--- src/logic/runaway_watchdog_pkg.sv ---
// shared constants and carrier types for the runaway watchdog
package runaway_watchdog_pkg;

    // counter widths
    localparam int unsigned PRESCALE_WIDTH = 12;
    localparam int unsigned WDOG_WIDTH     = 6;

    // nominal timeouts in oscillator cycles, per period select value
    localparam int unsigned LONG_TIMEOUT_CYCLES  = 262128;
    localparam int unsigned SHORT_TIMEOUT_CYCLES = 8176;
    // watchdog count at which a prescaler wrap overflows the watchdog
    localparam logic [5:0]  WDOG_LAST_LONG  = 6'h3F;
    localparam logic [5:0]  WDOG_LAST_SHORT = 6'h01;
    // prescaler stages 12..5 are bits 11..4
    localparam int unsigned SERVICE_CLR_LSB = 4;

    // power-up delay before the prescaler is cleared
    localparam int unsigned POR_CLEAR_CYCLES = 4096;
    // reset pin low time
    localparam int unsigned PIN_LOW_CYCLES   = 32;

    // register offsets
    localparam logic [15:0] SERVICE_ADDR    = 16'hFFFF;
    localparam logic [15:0] FIRST_CONFIG_REG_ADDR    = 16'h001F;
    localparam logic [15:0] PIN_CTRL_ADDR   = 16'h0040;
    localparam logic [15:0] EVT_STATUS_ADDR = 16'h0041;
    localparam logic [15:0] EVT_MASK_ADDR   = 16'h0042;
    localparam logic [15:0] CAUSE_ADDR      = 16'h0043;

    // field positions
    localparam int unsigned CFG_PERIOD_BIT = 7;
    localparam int unsigned CFG_OFF_BIT    = 0;
    localparam int unsigned PIN_FUNC_BIT   = 0;
    localparam int unsigned CAUSE_BIT      = 0;
    localparam int unsigned EVT_TIMEOUT    = 0;
    localparam int unsigned EVT_SERVICE    = 1;

    // values after reset
    localparam logic [7:0]  FIRST_CONFIG_REG_RESET  = 8'h00;
    localparam logic [1:0]  EVT_RESET      = 2'h0;

    // register bus request
    typedef struct packed {
        logic [15:0] addr;
        logic [7:0]  wdata;
        logic        wr;
        logic        rd;
    } bus_req_type;

    // operating conditions from the rest of the chip
    typedef struct packed {
        logic stop_mode;
        logic wait_mode;
        logic monitor_mode;
        logic break_active;
        logic break_watchdog_off;
        logic internal_reset;
    } mode_type;

endpackage : runaway_watchdog_pkg

--- src/logic/runaway_watchdog.sv ---
// runaway code watchdog with its prescaler, reset pin driver and registers
// Summary of operation
// - 6-bit counter advanced by 12-bit prescaler wrap
// - unserviced overflow resets after long or short period
// - any write to service outside stop clears counter, prescaler 12..5
// - timeout sets cause bit, pin low 32 cycles
// - service read returns reset vector low byte
// - stop instruction clears the prescaler
// - prescaler cleared 4096 cycles after power-up
// - internal reset clears prescaler and watchdog counter
// - disable input follows config off bit
// - off bit set means never reset
// - period select 1 short, 0 long
// - timeout resets and sets timeout event flag for event_irq
// - disabled in monitor mode with test voltage
// - keeps counting during wait mode
// - stop gates watchdog clock, clears prescaler
// - break in monitor mode with break bit disables
// - counts on the oscillator output clock
`timescale 1ns/1ps
`default_nettype none
module runaway_watchdog
    import runaway_watchdog_pkg::*;
#(
    parameter int unsigned POR_CYCLES = POR_CLEAR_CYCLES
) (
    // clock and power-on reset
    input  wire logic        clk_sys,
    input  wire logic        rst,
    // register port
    input  wire bus_req_type bus_req,
    output var  logic [7:0]  bus_rdata,
    input  wire logic [7:0]  reset_vector_lo,
    // chip operating modes
    input  wire mode_type    mode,
    input  wire logic        test_high_voltage,
    // reset outputs
    output var  logic        wdog_reset,
    output var  logic        reset_pin_o,
    output var  logic        reset_pin_oe,
    output var  logic        reset_cause,
    // event summary output
    output var  logic        event_irq
);

    typedef struct packed {
        logic [PRESCALE_WIDTH-1:0] pre;
        logic [WDOG_WIDTH-1:0]     cnt;
        logic [12:0]               por_cnt;
        logic                      por_done;
        logic [5:0]                pin_cnt;
        logic                      pin_oe;
        logic                      reset_out;
        logic [7:0]                first_config_reg;
        logic                      cfg_locked;
        logic                      pin_func;
        logic                      cause;
        logic [1:0]                evt_status;
        logic [1:0]                evt_mask;
        logic                      irq;
        logic [7:0]                rdata;
        logic                      hv_meta;
        logic                      hv_sync;
    } state_type;

    state_type s_q;
    state_type s_d;

    // decode helper used for both strobes
    function automatic logic hit(input logic [15:0] a, input logic [15:0] b);
        hit = (a == b);
    endfunction : hit

    logic wr_service;
    logic rd_service;
    logic disabled;
    logic tick;
    logic expire;
    logic [WDOG_WIDTH-1:0] last_cnt;

    always_comb begin
        wr_service = bus_req.wr && hit(bus_req.addr, SERVICE_ADDR);
        rd_service = bus_req.rd && hit(bus_req.addr, SERVICE_ADDR);
        disabled = s_q.first_config_reg[CFG_OFF_BIT]
                 || (mode.monitor_mode && s_q.hv_sync)
                 || (mode.monitor_mode && mode.break_active
                     && mode.break_watchdog_off);
        last_cnt = s_q.first_config_reg[CFG_PERIOD_BIT] ? WDOG_LAST_SHORT
                                                : WDOG_LAST_LONG;
        tick = (s_q.pre == {PRESCALE_WIDTH{1'b1}});
        // no clock to watchdog in stop
        // wait mode does not stop it
        expire = tick && (s_q.cnt == last_cnt) && !disabled
               && !mode.stop_mode && !s_q.pin_oe;
    end

    always_comb begin
        s_d = s_q;
        s_d.hv_meta = test_high_voltage;
        s_d.hv_sync = s_q.hv_meta;
        s_d.rdata   = 8'h00;

        s_d.pre = s_q.pre + 1'b1;
        if (tick && !disabled) begin
            s_d.cnt = s_q.cnt + 1'b1;
        end
        if (disabled) begin
            s_d.cnt = '0;
        end

        if (!s_q.por_done) begin
            s_d.por_cnt = s_q.por_cnt + 1'b1;
            if (s_q.por_cnt == 13'(POR_CYCLES - 1)) begin
                s_d.por_done = 1'b1;
                s_d.pre      = '0;
            end
        end

        if (wr_service) begin
            s_d.cnt = '0;
            s_d.pre[PRESCALE_WIDTH-1:SERVICE_CLR_LSB] = '0;
        end

        if (mode.stop_mode) begin
            s_d.pre = '0;
            s_d.cnt = s_q.cnt;
        end

        // register writes; config is write-once after each reset
        if (bus_req.wr) begin
            if (hit(bus_req.addr, FIRST_CONFIG_REG_ADDR) && !s_q.cfg_locked) begin
                s_d.first_config_reg    = bus_req.wdata;
                s_d.cfg_locked = 1'b1;
            end
            if (hit(bus_req.addr, PIN_CTRL_ADDR)) begin
                s_d.pin_func = bus_req.wdata[PIN_FUNC_BIT];
            end
            if (hit(bus_req.addr, EVT_STATUS_ADDR)) begin
                s_d.evt_status = s_q.evt_status & ~bus_req.wdata[1:0];
            end
            if (hit(bus_req.addr, EVT_MASK_ADDR)) begin
                s_d.evt_mask = bus_req.wdata[1:0];
            end
            if (hit(bus_req.addr, CAUSE_ADDR)
                && bus_req.wdata[CAUSE_BIT]) begin
                s_d.cause = 1'b0;
            end
        end

        // events set after clears so a same-cycle set wins
        if (wr_service) begin
            s_d.evt_status[EVT_SERVICE] = 1'b1;
        end

        // timeout resets and sets the timeout event flag
        if (expire) begin
            s_d.cause                   = 1'b1;
            s_d.evt_status[EVT_TIMEOUT] = 1'b1;
            s_d.pin_oe                  = s_q.pin_func;
            s_d.reset_out               = 1'b1;
            s_d.pin_cnt                 = '0;
        end else if (s_q.pin_oe || s_q.reset_out) begin
            s_d.pin_cnt = s_q.pin_cnt + 1'b1;
            if (s_q.pin_cnt == 6'(PIN_LOW_CYCLES - 1)) begin
                s_d.pin_oe    = 1'b0;
                s_d.reset_out = 1'b0;
            end
        end

        if (mode.internal_reset || s_q.reset_out) begin
            s_d.pre        = '0;
            s_d.cnt        = '0;
            s_d.first_config_reg    = FIRST_CONFIG_REG_RESET;
            s_d.cfg_locked = 1'b0;
        end

        s_d.irq = |(s_d.evt_status & s_d.evt_mask);

        // one-cycle-late read data
        if (bus_req.rd) begin
            unique case (1'b1)
                rd_service:
                    s_d.rdata = reset_vector_lo;
                hit(bus_req.addr, FIRST_CONFIG_REG_ADDR):
                    s_d.rdata = s_q.first_config_reg;
                hit(bus_req.addr, PIN_CTRL_ADDR):
                    s_d.rdata = {7'h00, s_q.pin_func};
                hit(bus_req.addr, EVT_STATUS_ADDR):
                    s_d.rdata = {6'h00, s_q.evt_status};
                hit(bus_req.addr, EVT_MASK_ADDR):
                    s_d.rdata = {6'h00, s_q.evt_mask};
                hit(bus_req.addr, CAUSE_ADDR):
                    s_d.rdata = {7'h00, s_q.cause};
                default:
                    s_d.rdata = 8'h00;
            endcase
        end
    end

    always_ff @(posedge clk_sys) begin
        if (rst) begin
            s_q <= '0;
        end else begin
            s_q <= s_d;
        end
    end

    always_comb begin
        bus_rdata    = s_q.rdata;
        wdog_reset   = s_q.reset_out;
        reset_pin_o  = 1'b0;
        reset_pin_oe = s_q.pin_oe;
        reset_cause  = s_q.cause;
        event_irq    = s_q.irq;
    end

endmodule : runaway_watchdog
`default_nettype wire

--- config.mk ---
export PLATFORM = sky130hd
export DESIGN_NAME = runaway_watchdog
export DESIGN_NICKNAME = d
export VERILOG_FILES = /design/src/logic/runaway_watchdog_pkg.sv /design/src/logic/runaway_watchdog.sv
export SDC_FILE = /design/constraint.sdc
export NUM_CORES = 1
export LEC_CHECK = 0
export BUFFER_PORTS_ARGS = -buffer_cell sky130_fd_sc_hd__buf_2
export CORE_MARGIN = 2
export CORE_UTILIZATION = 55
export CTS_CLUSTER_DIAMETER = 150
export CTS_CLUSTER_SIZE = 10
export DETAILED_ROUTE_END_ITERATION = 10
export PLACE_DENSITY = 0.9
export SLEW_MARGIN = 20
export SYNTH_ARGS = -nofsm -noshare
export SYNTH_HDL_FRONTEND = slang
export SYNTH_SLANG_ARGS = --single-unit
--- constraint.sdc ---
create_clock -name clk_sys -period 3 [get_ports clk_sys]
set_input_delay 0.15 -clock clk_sys [delete_from_list [all_inputs] [get_ports clk_sys]]
set_output_delay 0.15 -clock clk_sys [all_outputs]
set_load 0.02 [all_outputs]
# After elaboration in Yosys (flattened, before gate mapping)

Index checks and enable logic that the tools add are counted.

Bits in registers: 66
Output and inout bits: 13
Logic and storage cells: 92
Bits of input ports: 43

$add $sub $neg: 4
Eq/ne operators: 10
Bitwise logic cells: 5
Reductions and logical operators: 36
Multiplexer cells: 19

Operators by type and width:

| kind                                                               | number |
|---|---|
| 16-bit by 7-bit == test with 1-bit output (second input constant)  | 4 |
| 8-bit one-hot mux with 6 select lines                              | 1 |
| 12-bit 2-to-1 mux                                                  | 2 |
| 6-bit 2-to-1 mux                                                   | 4 |
| 16-bit == test (second input constant)                             | 1 |
| 16-bit by 5-bit == test with 1-bit output (second input constant)  | 1 |
| 13-bit by 1-bit adder with 13-bit output (second input constant)   | 1 |
| 13-bit by 12-bit == test with 1-bit output (second input constant) | 1 |
| 12-bit by 1-bit adder with 12-bit output (second input constant)   | 1 |
| 6-bit by 1-bit adder with 6-bit output (second input constant)     | 2 |
| 12-bit == test (second input constant)                             | 1 |
| 1-bit logical AND                                                  | 12 |
| 2-bit 2-to-1 mux                                                   | 5 |
| 2-bit AND reduction                                                | 5 |
| 2-bit nonzero test                                                 | 4 |
| 2-bit OR reduction                                                 | 4 |
| 6-bit by 5-bit == test with 1-bit output (second input constant)   | 1 |
| 6-bit == test                                                      | 1 |
| 1-bit 2-to-1 mux                                                   | 6 |
| 5-bit 2-to-1 mux                                                   | 1 |
| 2-bit AND                                                          | 2 |
| 1-bit zero test                                                    | 4 |
| 1-bit logical OR                                                   | 4 |
| 4-bit OR reduction                                                 | 1 |
| other kinds (4)                                                    | 5 |

# Longest topological paths before layout

Depth after elaboration: 10
Mapped depth: 8

# Worst setup path after synthesis

OpenSTA, ideal clock, no wires.

Path kind: flip-flop to flip-flop
Start point: reg s_q[54] (netlist bit)
End point: reg s_q[53] (netlist bit)
Slack: 722 ps
Required time: 2926 ps
Period minus slack after synthesis: 2278 ps
Data arrival time: 2204 ps
Cell stages (with the launch flop): 7
Cells stage by stage: dfxtp_1 > ha_1 > nand3_2 > or4_4 > or3_1 > or4b_1 > a31oi_1

Longest elaborated chain between the ends: 4

Ends and longest elaborated chain:

| element                              | line                    | text |
|---|---|---|
| from (decl)                          | runaway_watchdog.sv:66  | `state_type s_q;` |
| from (signal assigned)               | runaway_watchdog.sv:202 | `s_q <= '0;` |
| from (signal assigned)               | runaway_watchdog.sv:204 | `s_q <= s_d;` |
| 12-bit == test                       | runaway_watchdog.sv:90  | `tick = (s_q.pre == {PRESCALE_WIDTH{1'b1}});` |
| 1-bit logical AND                    | runaway_watchdog.sv:104 | `if (tick && !disabled) begin` |
| 3-bit nonzero test (no source line)  | n/a                     |  |
| 2-bit AND reduction (no source line) | n/a                     |  |

Every way passes these cells.
A chain may end at the register's enable or synchronous reset.

# Worst setup path after layout

Ends and elaborated chain as after synthesis.

==> results.py <==
metrics = {
    "pwr": {
        "power_density_nw_per_um2": 500,
        "irDropWorstVdd_uv": 344,
        "power.leakage_nw": 1.32,
    },
    "die": {
        "boundaryPins": 56,
        "core_area_um2": 5170,
        "num_rows": 26,
        "floorplan.die_area_um2": 6010,
        "die_w_um": 77.5,
        "initial_core_util_pct": 57.5,
        "die-height_um": 77.5,
    },
    "cells_and_area": {
        "area.growth.synth_to_final_pct": 15.2,
        "drive_gt1_share_pct": 21.8,
        "diodes": 0,
        "final_cells": 455,
        "nets": 427,
    },
    "logic_synthesis": {
        "synth_area_um2": 2970,
        "synth_nets": 385,
        "synthDistinctLibCells": 46,
        "synth_cells": 338,
        "ys_top_cells_by_area": "dfxtp_1 44%, nor2_1 8.1%, xor2_1 5.0%, mux2i_1 4.4%, nand4_1 3.2%",
        "yosysTopAreaCellShare_pct": 44.4,
        "async_flop_share_pct": 0,
        "synth_seq_cells": 66,
        "synth-seq-area-share_pct": 44.4,
        "synth_edf_count": 0,
        "synth_ff_type": "dfxtp_1",
        "synth_top_area_cell": "dfxtp_1",
        "syn_area_per_cell_um2": 8.80,
        "ys_warn_count": 0,
    },
    "clocking": {
        "clk_latency_ns": 0.35,
        "h-tree-depth": 3,
        "clockBufferDepth": 2,
        "clock_sinks": 66,
        "cts_buffers": 9,
        "postCtsSetupBuffers": 0,
        "clkTransAtPathRegs_ns": 0.08,
        "ctsResizeCount": 0,
        "clock-root-buffer": "clkbuf_8",
        "cts_hold_buf": 1,
        "cts_tree": "done",
    },
    "detailed_routing": {
        "routed_wl_um": 6260,
        "remaining_drc_errors": 0,
        "viasPerCell": 5.70,
        "wl_per_cell_um": 13.8,
        "dr_total_vias": 2592,
        "ant_nets": 0,
        "drt_first_pass_iters": 4,
        "first_iter_violations": 187,
    },
    "sta": {
        "finalSetupTns_ns": 0,
        "setup_viol": 0,
        "drv_slew": 0,
        "max_freq_mhz": 410,
        "maxSlewHeadroom_pct": 55.0,
        "min_period_ns": 2.44,
        "hold_violations": 0,
        "skew_ns": 0.0117,
        "whs_ns": 0.0321,
        "period_share_pct": 81.2,
        "grt_setup_unrepaired": "no",
        "tightest_slew_ns": 0.670,
    },
    "critical_path": {
        "cp.arrival_ns": 2.71,
        "rrSetupSlack_ns": 0.56,
        "path_class": "reg -> reg",
        "cp-start-kind": "flip-flop",
        "crit_fanout": 4,
        "worst_setup_path_end_kind": "flip-flop",
        "worstPathRequired_ns": 3.28,
    },
    "placed_design": {
        "placed_cells": 438,
        "dpl.hpwl_um": 4320,
        "gp_congestion": 0.868,
        "portBuffers": 53,
    },
    "grt": {
        "grt_usage_pct": 22.1,
        "grt_pass1_wl_um": 10700,
        "grt_pass1_vias": 2570,
        "grt-ovfl-total": 0,
        "grt_max_degree": 29,
        "antenna_found_initial": 0,
    },
    "flow_run": {
        "maxCapViolations": 0,
    },
    "status": {
        "status": "completed",
    },
    "worst_hold_path": {
        "min_path_type": "in -> reg",
    },
}
[layout by cell type (no fill, tap or decap), drive strengths merged, types with 2 or more instances in the layout]
cell type / count
nor4: 4
buf: 55
o21ai: 7
dfxtp: 66
or4b: 6
nor3b: 2
a21oi: 12
inv: 8
xnor2: 8
nor2b: 5
clkbuf: 9
nand3: 14
or3: 5
a22oi: 7
nand3b: 4
mux2i: 13
nand2b: 3
ha: 4
nand2: 21
nor2: 64
or2: 3
nor3: 2
nand4b: 2
clkinvlp: 4
nor4b: 2
a31oi: 4
and4: 2
xor2: 17
nand4: 16
a222oi: 2
[worst paths after layout]
path	start	to	depth (start not counted)
worst max-delay path	s_q[54]	s_q[53]	6
worst max register to register	s_q[54]	s_q[53]	6
worst min-delay path	bus_req[8]	s_q[24]	3
worst min register to register	s_d[0]	s_q[0]	1
[where the power goes]
part | total (W) | leakage (nW) | internal (W) | switching [W]
Clock | 0.000748 | 0.0885 | 0.000388 | 0.000360
Sequential | 0.000886 | 0.533 | 0.000881 | 0.00000537
Combinational | 0.0000788 | 0.698 | 0.0000337 | 0.0000451
Total | 0.00171 | 1.32 | 0.00130 | 0.000411
[registers in the layout, summed over array words and instances, names as in the netlist]
| signal | cells |
|---|---|
| bus_rdata | 8 |
| event_irq | 1 |
| reset_cause | 1 |
| reset_pin_oe | 1 |
| s_d | 1 |
| s_q | 53 |
| wdog_reset | 1 |
[critical path: stages, from the launching register on]
cell and delay (ns):
dfxtp_1 0.37, ha_1 0.21, nand3_2 0.12, or4_4 0.58, or3_1 0.43, or4b_1 0.50
a31oi_1 0.16
[cells in the mapped netlist, drive strengths merged, types with 2 or more instances]
cell type	instances
a21oi	12
nand3b	4
or3	5
ha	4
nand4b	2
buf	11
a31oi	4
nor2	64
nand2b	3
nand2	21
xnor2	8
clkbuf	14
xor2	17
nor4	4
and4	2
nor3	2
nor3b	2
nor4b	2
nand4	16
nand3	14
o21ai	7
inv	6
or2	3
or4b	6
dfxtp	66
a22oi	7
mux2i	13
a222oi	2
nor2b	5
[cells by family after synthesis]
group	count (synthesis)	share of synthesized area, %
simple gates	159	27.9
fa+ha+maj	4	1.68
flops	66	44.4
buf+inv	31	5.05
other cells	1	0.126
compound gates	38	8.33
mux	14	5.13
xor+xnor	25	7.36
[routing by layer]
layer	share of wire (%)	GRT usage [%]
met1	42	24.3
met2	52	39.0
met3	4.2	4.42
met4	1.5	13.8
met5	0	0
[layout make-up]
| type | instances | area, um2 |
|---|---|---|
| Multi-Input combinational cell | 241 | 1500 |
| Fill cell | 388 | 1750 |
| Inverter | 6 | 22.5 |
| Sequential cell | 66 | 1320 |
| Timing Repair Buffer | 56 | 290 |
| Clock buffer | 9 | 124 |
| Clock inverter | 7 | 77.6 |
| Tap cell | 70 | 87.6 |
[per-stage QoR]
| step | utilization (%) | setup slack [ns] | area, um2 | total power, W |
|---|---|---|---|---|
| 2_1_floorplan | - | 0.722 | 2970 | 0.000946 |
| 3_3_place_gp | 62.1 | 0.647 | 3210 | 0.000980 |
| 3_5_place_dp | 62.1 | 0.598 | 3210 | 0.000983 |
| 4_1_cts | 66.2 | 0.558 | 3430 | 0.00173 |
| 5_1_grt | 66.2 | 0.435 | 3430 | 0.00177 |
| 6_report | 66.2 | 0.564 | 3430 | 0.00171 |
Note: power is estimated with default switching activity, not from simulation.
